## src/hdl/sfhp_pkg.sv

```systemverilog
// What this block does
// bytes 14H..16H read the sector-map table start pointer little-endian as 00H, 01H, 00H.
// byte 17H, the upper identifier byte of the sector-map header, reads FFH and never changes.
// byte 18H reads the maker code that marks the vendor header, a fixed identity value.
// the vendor header reads minor revision 00H at 19H, major revision 01H at 1AH and length 13H at 1BH.
// bytes 1CH..1EH read the vendor table start pointer little-endian as 00H, 02H, 00H.
// byte 1FH reads 01H, a vendor bank number that is not part of the pointer.
// every table start pointer is aligned to four bytes, so its low two bits are zero.
// byte 30H reads FDH with low bits 01 for 4-Kbyte erase, and byte 31H reads the erase opcode 20H.
// bit 2 of byte 30H is 1, a program buffer of at least 64 bytes.
// bit 3 of byte 30H is 1, the status bits are volatile.
// bit 4 of byte 30H is 1, write enable 06H comes before a volatile status write.
// bits 7..5 of byte 30H always read 111b whatever is attempted.
// the header owning the pointer at 14H..16H carries identifier 81H.
// the store is read-only, each read gives the fixed byte and bursts step up by one address.
package sfhp_pkg;
  localparam int ADDR_W = 8;
  localparam int DATA_W = 8;
  // ======================================================
  // byte addresses
  localparam logic [7:0] ADR_SMAP_ID = 8'h10;
  localparam logic [7:0] ADR_SMAP_PTR0 = 8'h14;
  localparam logic [7:0] ADR_SMAP_PTR1 = 8'h15;
  localparam logic [7:0] ADR_SMAP_PTR2 = 8'h16;
  localparam logic [7:0] ADR_SMAP_IDHI = 8'h17;
  localparam logic [7:0] ADR_VEND_ID = 8'h18;
  localparam logic [7:0] ADR_VEND_MINOR = 8'h19;
  localparam logic [7:0] ADR_VEND_MAJOR = 8'h1A;
  localparam logic [7:0] ADR_VEND_LEN = 8'h1B;
  localparam logic [7:0] ADR_VEND_PTR0 = 8'h1C;
  localparam logic [7:0] ADR_VEND_PTR1 = 8'h1D;
  localparam logic [7:0] ADR_VEND_PTR2 = 8'h1E;
  localparam logic [7:0] ADR_VEND_BANK = 8'h1F;
  localparam logic [7:0] ADR_FPT_B0 = 8'h30;
  localparam logic [7:0] ADR_FPT_B1 = 8'h31;
  // ======================================================
  // byte values
  localparam logic [7:0] VAL_SMAP_ID = 8'h81;
  localparam logic [23:0] VAL_SMAP_PTR = 24'h000100;
  localparam logic [7:0] VAL_IDHI = 8'hFF;
  localparam logic [7:0] VAL_VEND_MINOR = 8'h00;
  localparam logic [7:0] VAL_VEND_MAJOR = 8'h01;
  localparam logic [7:0] VAL_VEND_LEN = 8'h13;
  localparam logic [23:0] VAL_VEND_PTR = 24'h000200;
  localparam logic [7:0] VAL_VEND_BANK = 8'h01;
  localparam logic [7:0] VAL_ERASE4K_OP = 8'h20;
  localparam logic [7:0] VAL_UNMAPPED = 8'hFF;
  // byte 30H fields
  localparam logic [1:0] FPT_ERASE_4K = 2'h1;
  localparam logic FPT_WGRAN_64 = 1'b1;
  localparam logic FPT_VOL_STAT = 1'b1;
  localparam logic FPT_WEN_06 = 1'b1;
  localparam logic [2:0] FPT_UNUSED = 3'h7;
  localparam logic [1:0] PTR_ALIGN_MASK = 2'h3;
  localparam int ROM_DEPTH = 64;
endpackage

```

## src/hdl/sfhp_rom.sv

```systemverilog
`timescale 1ns/1ps
// ======================================================
// fixed byte table with registered read data
module sfhp_rom #(
  parameter int DEPTH = sfhp_pkg::ROM_DEPTH,
  parameter logic [7:0] MAKER_CODE = 8'h5A // arbitrary neutral value
) (
  input wire logic sys_clk,
  input wire logic clk_en,
  input wire logic [$clog2(DEPTH)-1:0] rd_addr,
  output logic [7:0] rd_data
);
  logic [7:0] table_byte;

  // decode the address into its constant byte
  always_comb begin
    table_byte = sfhp_pkg::VAL_UNMAPPED;
    unique case (8'(rd_addr))
      sfhp_pkg::ADR_SMAP_ID: table_byte = sfhp_pkg::VAL_SMAP_ID;
      sfhp_pkg::ADR_SMAP_PTR0: table_byte = sfhp_pkg::VAL_SMAP_PTR[7:0];
      sfhp_pkg::ADR_SMAP_PTR1: table_byte = sfhp_pkg::VAL_SMAP_PTR[15:8];
      sfhp_pkg::ADR_SMAP_PTR2: table_byte = sfhp_pkg::VAL_SMAP_PTR[23:16];
      sfhp_pkg::ADR_SMAP_IDHI: table_byte = sfhp_pkg::VAL_IDHI;
      sfhp_pkg::ADR_VEND_ID: table_byte = MAKER_CODE;
      sfhp_pkg::ADR_VEND_MINOR: table_byte = sfhp_pkg::VAL_VEND_MINOR;
      sfhp_pkg::ADR_VEND_MAJOR: table_byte = sfhp_pkg::VAL_VEND_MAJOR;
      sfhp_pkg::ADR_VEND_LEN: table_byte = sfhp_pkg::VAL_VEND_LEN;
      sfhp_pkg::ADR_VEND_PTR0: table_byte = sfhp_pkg::VAL_VEND_PTR[7:0];
      sfhp_pkg::ADR_VEND_PTR1: table_byte = sfhp_pkg::VAL_VEND_PTR[15:8];
      sfhp_pkg::ADR_VEND_PTR2: table_byte = sfhp_pkg::VAL_VEND_PTR[23:16];
      sfhp_pkg::ADR_VEND_BANK: table_byte = sfhp_pkg::VAL_VEND_BANK;
      // unused bits are constants, so no write path can reach them
      sfhp_pkg::ADR_FPT_B0: table_byte = {sfhp_pkg::FPT_UNUSED, sfhp_pkg::FPT_WEN_06, sfhp_pkg::FPT_VOL_STAT,
                                          sfhp_pkg::FPT_WGRAN_64, sfhp_pkg::FPT_ERASE_4K};
      sfhp_pkg::ADR_FPT_B1: table_byte = sfhp_pkg::VAL_ERASE4K_OP;
      default: table_byte = sfhp_pkg::VAL_UNMAPPED;
    endcase
  end

  // read data from a register
  always_ff @(posedge sys_clk) begin
    if (clk_en) begin
      rd_data <= table_byte;
    end
  end
endmodule

```

## src/hdl/sfhp_top.sv

```systemverilog
`timescale 1ns/1ps
// ======================================================
// read-only parameter store, byte read port with bursts
module sfhp_top #(
  parameter int DEPTH = sfhp_pkg::ROM_DEPTH,
  parameter logic [7:0] MAKER_CODE = 8'h5A // arbitrary neutral value
) (
  input wire logic sys_clk,
  input wire logic reset_n,
  input wire logic clk_en,
  input wire logic rd_start,
  input wire logic [7:0] rd_addr,
  input wire logic rd_next,
  output logic [7:0] rd_data,
  output logic rd_valid
);
  localparam int AW = $clog2(DEPTH);
  logic [7:0] addr_reg;
  logic [7:0] addr_next;
  logic pend_reg;
  logic [7:0] rom_data;
  logic rom_valid_reg;

  // ======================================================
  // address counter: a start loads, a next steps upward
  always_comb begin
    addr_next = addr_reg;
    if (rd_start) begin
      addr_next = rd_addr;
    end else if (rd_next) begin
      addr_next = addr_reg + 8'h01;
    end
  end

  always_ff @(posedge sys_clk) begin
    if (!reset_n) begin
      addr_reg <= 8'h00;
      pend_reg <= 1'b0;
    end else if (clk_en) begin
      addr_reg <= addr_next;
      pend_reg <= rd_start | rd_next;
    end
  end

  // addresses beyond the table wrap inside it; no write path exists
  sfhp_rom #(.DEPTH(DEPTH), .MAKER_CODE(MAKER_CODE)) u_rom (
    .sys_clk(sys_clk),
    .clk_en(clk_en),
    .rd_addr(addr_reg[AW-1:0]),
    .rd_data(rom_data)
  );

  // ======================================================
  // output stage, one more register so ports come from flops
  always_ff @(posedge sys_clk) begin
    if (!reset_n) begin
      rom_valid_reg <= 1'b0;
      rd_valid <= 1'b0;
      rd_data <= 8'h00;
    end else if (clk_en) begin
      rom_valid_reg <= pend_reg;
      rd_valid <= rom_valid_reg;
      rd_data <= rom_valid_reg ? rom_data : 8'h00;
    end
  end

  // ======================================================
  // checks
  localparam logic [1:0] PTR_MASK = sfhp_pkg::PTR_ALIGN_MASK;
endmodule

```

## config.mk

```make
export PLATFORM = sky130hd
export DESIGN_NAME = sfhp_top
export DESIGN_NICKNAME = d
export VERILOG_FILES = /design/src/hdl/sfhp_pkg.sv /design/src/hdl/sfhp_rom.sv /design/src/hdl/sfhp_top.sv
export SDC_FILE = /design/constraint.sdc
export NUM_CORES = 1
export LEC_CHECK = 0
export BUFFER_PORTS_ARGS = -buffer_cell sky130_fd_sc_hd__buf_2
export CAP_MARGIN = 10
export CORE_UTILIZATION = 58
export CTS_BUF_LIST = sky130_fd_sc_hd__clkbuf_16
export CTS_CLUSTER_SIZE = 16
export DETAILED_ROUTE_END_ITERATION = 8
export GPL_ROUTABILITY_DRIVEN = 0
export GPL_TIMING_DRIVEN = 0
export HOLD_SLACK_MARGIN = 0.15
export PLACE_DENSITY_LB_ADDON = 0.1
export SETUP_SLACK_MARGIN = 0.3
export SYNTH_ARGS = -nofsm -noshare
export SYNTH_HDL_FRONTEND = slang
export SYNTH_SLANG_ARGS = --single-unit
```

## constraint.sdc

```tcl
create_clock -name sys_clk -period 2 [get_ports sys_clk]
set_input_delay 0.1 -clock sys_clk [delete_from_list [all_inputs] [get_ports sys_clk]]
set_output_delay 0.1 -clock sys_clk [all_outputs]
set_load 0.05 [all_outputs]
```

Yosys cells after proc, flatten, opt, wreduce, memory -nomap -nowiden
Memory sizes are Yosys's and may differ from the RTL's. A register that Yosys moved wholly into a read port is not among the register bits.
Cells that the tools add are included.
- bitwise logic cells: 1
- $add $sub $neg: 1
- multiplexer cells: 3
- reduce and logical (&&, ||, !) cells: 2
- operator list (kind ; number):
    $mux W8 ; 3
    $add A8 B1 Y8 const B ; 1
    $reduce_and A2 Y1 ; 1
    $reduce_bool A2 Y1 ; 1
    $or A1 B1 Y1 ; 1
- memories kept: 1
- input port bits: 13
- bits in read-only memories: 512
- register bits after elaboration: 19
- word-level logic and storage cells: 13
- memory list (memory ; words ; width ; read ports ; clocked after Yosys merged registers in ; write ports ; line ; text):
    (no name shown) ; 64 ; 8 ; 1 ; 1 ; 0 ; sfhp_rom.sv:18 ; unique case (8'(rd_addr))

Logic depth before layout (Yosys ltp)
Gate-level depths: netlist of the first run.
- depth after elaboration: 3
- depth in mapped cells: 6
- depth with buffers taken out: 6

By module
Synthesis of the first run repeated with hierarchy kept, for this count alone.
- cells, all modules: 133
- area total of the unflattened synthesis: 1247.4 um^2
- modules (own cells, without submodules) (module ; area each (um^2) ; cells an instance ; instances):
    sfhp_top ; 802.0 ; 89 ; 1
    sfhp_rom ; 445.4 ; 44 ; 1

Worst setup path after synthesis of the first run
No wires, ideal clock.
- path kind: register to register
- start point: reg addr_reg[0]
- end point: reg u_rom.rd_data[1] (data pin)
- arrival time: 1246 ps
- setup slack: 602 ps
- stages on the path, launching flop included: 6
- cells stage by stage: dfxtp_1 -> inv_1 -> ha_1 -> nor2b_1 -> o31a_1 -> a22oi_2
- RTL lines (element ; line ; text):
    from (decl) ; sfhp_top.sv:18 ; logic [7:0] addr_reg;
    from (signal assigned) ; sfhp_top.sv:40 ; addr_reg <= addr_next;
    to (decl) ; sfhp_rom.sv:11 ; output logic [7:0] rd_data

==> reports/qor.txt, run 1 <==
Switching Share: 23.04%
Final setup fails: 0
Num ports: 22
WHS Endpoint: pend_reg
Synth warn: 0
Critical Path RT: 2.10 ns
Die area: 0.002259 mm^2
Rows: 16
CTS tree: yes
Crit path kind: reg -> reg
Setup crit start kind: register
Switching power total: 246.2 uW
F_max: 639.1 MHz
Fin nets: 165
Root Buffer: clkbuf_16
Power per cell area: 752.5 mW/mm^2
Slack of the worst reg-to-reg path: 0.44 ns
DP Wirelength: 1614 um
Syn Area/Cell: 9.856 um^2
Hold Slack: 0.1614 ns
GRT overflow: 0
Die width: 47.53 um
Layout cells sized above 1: 24.66%
Syn Nets: 140
Final WL: 2230 um
Post-CTS sizing: 0
Pre-antenna DRT Iters: 4
Hold Violations, Final: 0
FFs w/ async S/R, synth: 0%
Seq/Total Area, Yosys: 44.12%
Mapped cell area: 0.001202 mm^2
Vias in the first global route: 803
Worst path cell trace: inv_1 -> ha_1 -> nor2b_1 -> o31a_1 -> o21ai_1
# DRC: 0
Status: completed
Leakage: 0.0005823 uW
Worst skew pair latency: 0.25 ns
Critical path arrival: 1.66 ns
Hold-critical path depth: 2
PortBufs: 19
FF+latch count, synth: 23
Sequential power share: 47.9%
Inserted Diodes: 0
RSZ-0062 raised after global routing: false
Internal: 822.5 uW
CTS Buf Count: 3
Clock buffer depth: 2
Top_reg_cell synth: dfxtp_1
Final Critical Period: 1.565 ns
Area Growth Syn to Fin: 18.11%
Worst reg2reg path depth: 5
Post-DRT Antenna Nets: 0
Period Utilization, post-route: 78.23%
Crit Reg-Reg Startpoint: addr_reg[0]
DRT iter0 DRCs: 10
Post-synthesis cell count: 122
Vias: 919
Final TNS setup: 0 ns
Maxcap violations: 0
Normalized max-slew margin: 74.65%
Starting Density: 61.29%
Post-DR vias/cell: 5.312
Setup Skew: 0.002749 ns
Initial antenna violation count: 0
CP Capture Type: register
Hold Path Class: in -> reg
GRT Total Usage: 21.57%
Largest net degree at the start of global routing: 14
First-pass GRT wire length: 3415 um
Unique cell type count in the Yosys netlist: 39
Comb power frac: 12.8%
Die height: 47.53 um
CP peak stage delay: 0.44 ns
End-of-flow core utilization: 72.39%
Slowest-stage cell, CP: dfxtp_1
Clock transition at path regs: 0.06 ns
EDFF count, synth: 7
Beginning of the worst hold path: reset_n
Worst Max-Slew Pin Slew: 0.3762 ns
Core Box Area: 0.001962 mm^2
H-tree levels: 1
Slew Viols, Final: 0
Routed len/inst: 12.89 um
Crit Path Max Fanout: 5
Clock share of power: 39.3%
Reg2reg end: u_rom.rd_data[6]
# clock sinks: 23
Max VDD drop: 0.0003903 V
through the flow:
| step | area [um^2] | setup slack, ns | std cells | total power [uW] |
|---|---|---|---|---|
| floorplan | 1202 | 0.6020 | 122 | 616.1 |
| global placement | 1331 | 0.4490 | 168 | 650.6 |
| detailed placement | 1331 | 0.4469 | 168 | 655.9 |
| CTS | 1410 | 0.4147 | 172 | 1070 |
| global route | 1420 | 0.3267 | 173 | 1110 |
| finish | 1420 | 0.4354 | 173 | 1069 |
cells by family (layout without fill, tap and decap cells):
logic type | count (synthesis) | count (layout) | synth area share (%)
fa+ha+maj | 5 | 5 | 5.203
compound gates | 34 | 34 | 21.02
flops | 23 | 23 | 44.12
mux | 2 | 2 | 1.665
buf+inv | 13 | 37 | 6.035
simple gates | 45 | 45 | 21.96
layout by cell type (no fill, tap or decap), drive strengths merged, types with 2 or more instances in the layout:
cell type,synthesis,layout
a211oi,2,2
a21oi,10,10
a22oi,2,2
and2,3,3
and2b,4,4
buf,6,25
clkbuf,1,4
dfxtp,16,16
edfxtp,7,7
ha,5,5
inv,6,7
mux2i,2,2
nand2,8,8
nand2b,2,2
nand3,2,2
nor2,8,8
nor2b,15,15
o2111ai,2,2
o21a,4,4
o21ai,5,5
o31a,2,2
per-layer routing:
metal / up-vias / global-route usage (%) / share of wire [%] / wire [um]
li1: 476 / - / - / -
met1: 413 / 26.82 / 45 / 1001
met3: 4 / 2.264 / 3.5 / 78
met4: 0 / 8.333 / 0.94 / 21
met5: - / 0 / 0 / 0
met2: 26 / 38.36 / 51 / 1128
worst max path at each step:
stage | start | to | depth (start not counted) | slack, ns
finish | addr_reg[0] | u_rom.rd_data[6] | 5 | 0.44
detailed placement | addr_reg[0] | u_rom.rd_data[6] | 5 | 0.45
floorplan | addr_reg[0] | u_rom.rd_data[1] | 5 | 0.60
global route | addr_reg[0] | u_rom.rd_data[6] | 5 | 0.33
CTS | addr_reg[0] | u_rom.rd_data[6] | 5 | 0.41
global placement | addr_reg[0] | u_rom.rd_data[6] | 5 | 0.45
power by group through the flow:
stage          Combinational (uW)  Clock (uW)  Sequential (uW)
2_1_floorplan                86.4           0              530
3_3_place_gp                  130           0              520
3_5_place_dp                  134           0              522
4_1_cts                       136         423              512
5_1_grt                       152         444              514
6_report                      137         420              512
worst max-delay path: cells and delay by family, from the launching register on:
kind / cells / cell delay (ns)
flops: 1 / 0.44
buf+inv: 1 / 0.15
simple gates: 1 / 0.13
fa+ha+maj: 1 / 0.23
compound gates: 2 / 0.46
final cells by class:
class | instances | area (um^2)
repair buffers | 20 | 105.1
clock inverters | 1 | 3.754
multi-input cells | 86 | 599.3
clock buffers | 3 | 75.07
inverters | 6 | 22.52
fillers | 169 | 541.8
plain buffers | 7 | 50.05
well taps | 27 | 33.78
flip-flops and latches | 23 | 530.5
synth_stat cells, types with 2 or more instances:
cell type | count | area [um^2]
nand2_1 | 8 | 30.03
inv_1 | 6 | 22.52
o21ai_0 | 3 | 15.01
and2b_1 | 4 | 30.03
o2111ai_1 | 2 | 17.52
a21oi_1 | 10 | 50.05
mux2i_1 | 2 | 20.02
edfxtp_1 | 7 | 210.2
o21a_1 | 3 | 22.52
dfxtp_1 | 16 | 320.3
nor2_1 | 8 | 30.03
a211oi_1 | 2 | 15.01
ha_1 | 5 | 62.56
and2_1 | 2 | 12.51
buf_4 | 4 | 30.03
o31a_1 | 2 | 17.52
nand2b_1 | 2 | 12.51
nor2b_1 | 15 | 93.84
what timing repair did:
action | CTS | global route
endpoints found under the hold margin | 0 | 1
buffers inserted | 0 | 0
hold buffers | 0 | 1
(Power assumes the default switching activity.)
==> run 2, diff against run 1 <==
ABC_AREA = 1   (was default)
CORE_UTILIZATION = 48   (was 58)
clock period = 1.4 ns   (was 2 ns; I/O delays follow)
==> reports/qor.txt, run 2 <==
DP Wirelength: 1563 um (-3.1%)
Slowest-stage cell, CP: dfxtp_4
Area Growth Syn to Fin: 33.77%
Critical path arrival: 1.29 ns (-0.37 ns)
Normalized max-slew margin: 76.57% (+1.9 points)
Switching power total: 421.5 uW (+71%)
Die width: 51.00 um (+7.3%)
Commonest non-fill, non-tap cell in the layout: nand2_1
Final TNS setup: 0 ns (unchanged)
Vias in the first global route: 874 (+8.8%)
Synth area leader: dfxtp_1
CP Capture Type: register
Area share of fa/ha/maj cells after synthesis: 5.429% (+0.23 points)
Crit Reg-Reg Startpoint: addr_reg[0]
Simple-gate share of the synthesized area: 26.06% (+4.1 points)
GRT Total Usage: 18.76% (-2.8 points)
Internal: 1220 uW (+48%)
Worst Max-Slew Pin Slew: 0.3515 ns (-0.02472 ns)
Commonest cells in the netlist: nand2_1, a21oi_1, dfxtp_1
Critical Path RT: 1.40 ns (-0.70 ns)
Unique cell type count in the Yosys netlist: 24 (-38%)
Post-synth top area share: 27.80% (+1.2 points)
Post-DR vias/cell: 5.068 (-4.6%)
EDFF count, synth: 7 (unchanged)
# clock sinks: 23 (unchanged)
Most frequent cell after synthesis: nand2_1
Post-synthesis cell count: 145 (+19%)
WHS Endpoint: addr_reg[4]
Post-Synth XOR/XNOR Area: 0% (unchanged)
Mux contribution to synthesized area: 0% (-1.7 points)
GRT overflow: 0 (unchanged)
Hold Violations, Final: 0 (unchanged)
Slew Viols, Final: 0 (unchanged)
Initial antenna violation count: 0 (unchanged)
Period Utilization, post-route: 91.87% (+14 points)
Fin nets: 197 (+19%)
Hold Path Class: in -> reg
Top_reg_cell synth: dfxtp_1
Synth warn: 0 (unchanged)
Beginning of the worst hold path: rd_addr[4]
Compound-Gate Fraction of Synth Area: 13.57% (-7.4 points)
Clock buffer depth: 2 (unchanged)
Final Critical Period: 1.286 ns (-0.2785 ns)
Final setup fails: 0 (unchanged)
Sequential power share: 45.4% (-2.5 points)
Layout cells sized above 1: 33.71% (+9.1 points)
H-tree levels: 1 (unchanged)
Critical path buffers and inverters: 0 (-1)
PortBufs: 19 (unchanged)
Top cell by count, worst path: nand2_1
Starting Density: 51.60% (-9.7 points)
Status: completed
Reg2reg end: u_rom.rd_data[1]
Crit Path Max Fanout: 5 (unchanged)
Setup crit start kind: register
Final WL: 2280 um (+2.2%)
Slack of the worst reg-to-reg path: 0.11 ns (-0.32 ns)
CP peak stage delay: 0.37 ns (-0.07 ns)
Synth area leaders: dfxtp_1, edfxtp_1, nand2_1
Comb power frac: 17.2% (+4.4 points)
Die area: 0.002600 mm^2 (+15%)
Largest family of logic cells by synthesized area: simple AND/OR/NAND/NOR gates
Root Buffer: clkbuf_16
Core Box Area: 0.002233 mm^2 (+14%)
CTS Buf Count: 3 (unchanged)
RSZ-0062 raised after global routing: true
Syn Nets: 163 (+16%)
Pre-antenna DRT Iters: 4 (unchanged)
Rows: 17 (+1)
F_max: 777.5 MHz (+22%)
Syn Area/Cell: 7.947 um^2 (-19%)
First-pass GRT wire length: 3643 um (+6.7%)
# DRC: 0 (unchanged)
Leakage: 0.0006604 uW (+13%)
Max VDD drop: 0.0006410 V (+64%)
Critical path's top delay family: simple AND/OR/NAND/NOR gates
Worst path cell trace: ha_4 -> nand2_4 -> o21ai_2 -> nand2_1 -> nand2_1 -> nor3_1 -> nor2_1
Placed cell area: 0.001300 mm^2 (-2.3%)
Num ports: 22 (unchanged)
Post-DRT Antenna Nets: 0 (unchanged)
Largest net degree at the start of global routing: 14 (unchanged)
Setup Skew: 0.001056 ns (-0.001693 ns)
Cell area after layout: 0.001541 mm^2 (+8.5%)
FFs w/ async S/R, synth: 0% (unchanged)
Most frequent cells in the layout: nand2_1, buf_2, a21oi_1
Worst reg2reg path depth: 7 (+2)
CTS tree: yes
DRT iter0 DRCs: 31 (+21)
Clock share of power: 37.4% (-1.9 points)
Die height: 51.00 um (+7.3%)
Maxcap violations: 0 (unchanged)
Mapped cell area: 0.001152 mm^2 (-4.2%)
Routed len/inst: 11.07 um (-14%)
FF+latch count, synth: 23 (unchanged)
Hold-critical path depth: 5 (+3)
Vias: 1,044 (+14%)
Inserted Diodes: 0 (unchanged)
Worst skew pair latency: 0.25 ns (about the same)
Clock transition at path regs: 0.06 ns (about the same)
Power per cell area: 1065 mW/mm^2 (+41%)
Seq/Total Area, Yosys: 46.04% (+1.9 points)
Crit path kind: reg -> reg
Switching Share: 25.68% (+2.6 points)
[run 2: timing repair]
item	4_1_cts	5_1_grt
buffers inserted	4	2
endpoints found under the setup margin	8	11
resized for setup	12	10
hold buffers	4	0
pin swaps	6	3
hold endpoints to repair	12	0
cloned	0	0
[run 2: cell families after synthesis]
kind of cell	Yosys count
buffers and inverters	22
and+or+nand+nor	65
AOI/OAI and AO/OA	30
adders and majority gates	5
DFF	23
[run 2: per-layer routing]
metal	part of all wire (%)	vias to the layer above	track usage, %
met1	44	467	21.76
met4	1.1	0	9.259
li1	-	542	-
met3	3.5	4	3.274
met5	0	-	0
met2	52	31	32.89
[run 2: power groups by stage]
stage	clock (uW)	combinational [uW]	sequential, uW
after floorplan	0	137	784
after global placement	0	215	760
after detailed placement	0	221	760
after CTS	631	260	743
after global routing	656	311	749
final	614	282	745
[run 2: layout make-up]
cell class,instances,area [um^2]
plain buffers,7,53.80
clock buffers,3,75.07
clock inverters,1,5.005
fillers,193,691.9
inverters,15,61.31
multi-input cells,100,583.1
flip-flops and latches,23,540.5
well taps,28,35.03
repair buffers,29,187.7
[run 2: how the worst max path moves through the flow]
stage,start,end,slack [ns],cells past startpoint
4_1_cts,addr_reg[0],u_rom.rd_data[1],0.14,7
6_report,addr_reg[0],u_rom.rd_data[1],0.11,7
3_5_place_dp,addr_reg[0],u_rom.rd_data[1],0.05,5
5_1_grt,addr_reg[0],u_rom.rd_data[1],0.09,7
3_3_place_gp,addr_reg[0],u_rom.rd_data[1],0.06,5
2_1_floorplan,addr_reg[0],u_rom.rd_data[1],0.18,7
[run 2: worst reg2reg max path, delay by kind of cell (launching register included)]
| kind | cells | cell delay, ns |
|---|---|---|
| fa+ha+maj | 1 | 0.17 |
| compound gates | 1 | 0.05 |
| flops | 1 | 0.37 |
| simple gates | 5 | 0.44 |
[run 2: stage by stage]
| stage | cells | hold WS (ns) | power [uW] | worst slack (ns) | util [%] |
|---|---|---|---|---|---|
| floorplan | 145 | 0.1825 | 920.6 | 0.1765 | - |
| global placement | 192 | 0.3354 | 974.6 | 0.05978 | 58.21 |
| detailed placement | 192 | 0.3375 | 980.9 | 0.04804 | 58.21 |
| CTS | 204 | 0.1516 | 1634 | 0.1393 | 66.78 |
| global route | 206 | 0.1859 | 1715 | 0.08694 | 69.02 |
| finish | 206 | 0.1482 | 1641 | 0.1138 | 69.02 |
==> run 3, diff against run 2 <==
BUFFER_PORTS_ARGS = -buffer_cell sky130_fd_sc_hd__buf_4   (was -buffer_cell sky130_fd_sc_hd__buf_2)
==> reports/qor.txt, run 3 (synthesis results as in run 2) <==
Status: completed
Vias in the first global route: 954 (+9.2%)
Critical path buffers and inverters: 0 (unchanged)
# clock sinks: 23 (unchanged)
Starting Density: 51.60% (unchanged)
Routed len/inst: 11.13 um (+0.56%)
First-pass GRT wire length: 4008 um (+10%)
Power per cell area: 1018 mW/mm^2 (-4.4%)
Layout cells sized above 1: 36.87% (+3.2 points)
Worst path cell trace: ha_4 -> nand2_4 -> o21ai_2 -> nand2_1 -> nand2_1 -> nor3_2 -> nor2_1
Slack of the worst reg-to-reg path: 0.13 ns (+0.02 ns)
Critical Path RT: 1.40 ns (about the same)
GRT Total Usage: 20.25% (+1.5 points)
Maxcap violations: 0 (unchanged)
Num ports: 22 (unchanged)
Critical path's top delay family: simple AND/OR/NAND/NOR gates
Initial antenna violation count: 0 (unchanged)
Critical path arrival: 1.27 ns (-0.02 ns)
Hold Path Class: in -> reg
GRT overflow: 0 (unchanged)
Setup crit start kind: register
Hold Violations, Final: 0 (unchanged)
Inserted Diodes: 0 (unchanged)
Worst Max-Slew Pin Slew: 0.3497 ns (-0.001760 ns)
Area of the multi-input gates: 608.1 um^2 (+4.3%)
Pre-antenna DRT Iters: 4 (unchanged)
Largest net degree at the start of global routing: 14 (unchanged)
H-tree levels: 1 (unchanged)
# DRC: 0 (unchanged)
Total power: 1649 uW (+0.47%)
Die width: 51.00 um (unchanged)
Fin nets: 198 (+0.51%)
Commonest non-fill, non-tap cell in the layout: nand2_1
Storage cell area: 540.5 um^2 (unchanged)
Rows: 17 (unchanged)
Most frequent cells in the layout: nand2_1, buf_4, a21oi_1
Final setup fails: 0 (unchanged)
PortBufs: 19 (unchanged)
CTS tree: yes
Area Growth Syn to Fin: 40.61%
Final WL: 2304 um (+1.1%)
F_max: 787.4 MHz (+1.3%)
Clock buffer depth: 2 (unchanged)
Fill cell count: 165 (-15%)
Slew Viols, Final: 0 (unchanged)
Worst reg2reg path depth: 7 (unchanged)
Post-DR vias/cell: 5.121 (+1.0%)
Top cell by count, worst path: nand2_1
Slowest-stage cell, CP: dfxtp_4
CP peak stage delay: 0.37 ns (about the same)
Root Buffer: clkbuf_16
Beginning of the worst hold path: rd_addr[4]
Setup Skew: 0.001541 ns (+0.0004851 ns)
Vias: 1,060 (+1.5%)
Post-DRT Antenna Nets: 0 (unchanged)
Die area: 0.002600 mm^2 (unchanged)
CTS Buf Count: 3 (unchanged)
Crit path kind: reg -> reg
Final TNS setup: 0 ns (unchanged)
Hold-critical path depth: 5 (unchanged)
Reg2reg end: u_rom.rd_data[1]
Crit Path Max Fanout: 5 (unchanged)
RSZ-0062 raised after global routing: true
WHS Endpoint: addr_reg[4]
CP Capture Type: register
Core Box Area: 0.002233 mm^2 (unchanged)
Clock transition at path regs: 0.06 ns (about the same)
Worst path depth: 7 (unchanged)
DP Wirelength: 1620 um (+3.6%)
DRT iter0 DRCs: 12 (-61%)
Normalized max-slew margin: 76.69% (+0.12 points)
Worst skew pair latency: 0.25 ns (about the same)
Die height: 51.00 um (unchanged)
Max VDD drop: 0.0006265 V (-2.3%)
Final Critical Period: 1.270 ns (-0.01620 ns)
Crit Reg-Reg Startpoint: addr_reg[0]
Leakage: 0.0006792 uW (+2.8%)
Period Utilization, post-route: 90.71% (-1.2 points)
==> run 3: changes by cell type in the layout (fill, tap and decap cells not counted), moves of 2 or more <==
cell	delta
o21ai_2	+2
buf_2	-19
buf_4	+20
o21ai_1	-2
==> run 3: where the power goes <==
part / internal, uW / leakage, uW / switching [uW]
Combinational: 125 / 0.000451 / 167
Sequential: 721 / 0.000187 / 26.3
Clock: 384 / 0.0000409 / 226
==> run 3: worst max-delay path by stage <==
stage / startpoint / to / slack, ns
after detailed placement: addr_reg[0] / u_rom.rd_data[4] / 0.05
after CTS: addr_reg[0] / u_rom.rd_data[1] / 0.13
after floorplan: addr_reg[0] / u_rom.rd_data[1] / 0.18
after global placement: addr_reg[0] / u_rom.rd_data[1] / 0.06
after global routing: addr_reg[2] / u_rom.rd_data[1] / 0.05
final: addr_reg[0] / u_rom.rd_data[1] / 0.13
==> run 3: cell type report <==
cell class,instances,share of cell area (%)
plain buffers,7,3.089
clock buffers,3,4.633
clock inverters,1,0.3089
inverters,15,3.938
multi-input cells,100,37.53
flip-flops and latches,23,33.36
well taps,28,2.162
repair buffers,30,14.98
==> run 3: worst register-to-register path, stage by stage (launching register included) <==
cell and delay (ns):
dfxtp_4 0.37, ha_4 0.17, nand2_4 0.07, o21ai_2 0.05, nand2_1 0.08, nand2_1 0.07
nor3_2 0.15, nor2_1 0.06
==> run 3: metrics by stage <==
| stage | utilization [%] | hold WS (ns) | instances | setup WS (ns) | cell area [um^2] |
|---|---|---|---|---|---|
| 6_report | 72.55 | 0.1670 | 207 | 0.1300 | 1620 |
| 5_1_grt | 72.55 | 0.1933 | 207 | 0.04832 | 1620 |
| 2_1_floorplan | - | 0.1825 | 145 | 0.1765 | 1170 |
| 4_1_cts | 69.86 | 0.1565 | 205 | 0.1324 | 1560 |
| 3_5_place_dp | 60.34 | 0.3511 | 192 | 0.05011 | 1348 |
| 3_3_place_gp | 60.34 | 0.3465 | 192 | 0.06066 | 1348 |
==> run 3: metal layers <==
layer / routed length (um) / share of wire (%) / global-route usage, % / up-vias
met4: 23 / 1.0 / 8.333 / 0
li1: - / - / - / 546
met2: 1237 / 54 / 35.53 / 31
met5: 0 / 0 / 0 / -
met1: 963 / 42 / 24.49 / 478
met3: 79 / 3.4 / 2.976 / 5
==> run 3: what timing repair did <==
item / CTS / global route
setup endpoints to repair: 9 / 11
hold buffers: 4 / 0
pin swaps: 8 / 5
hold endpoints to repair: 13 / 0
resized for setup: 16 / 11
buffers inserted: 5 / 2
cloned: 0 / 0
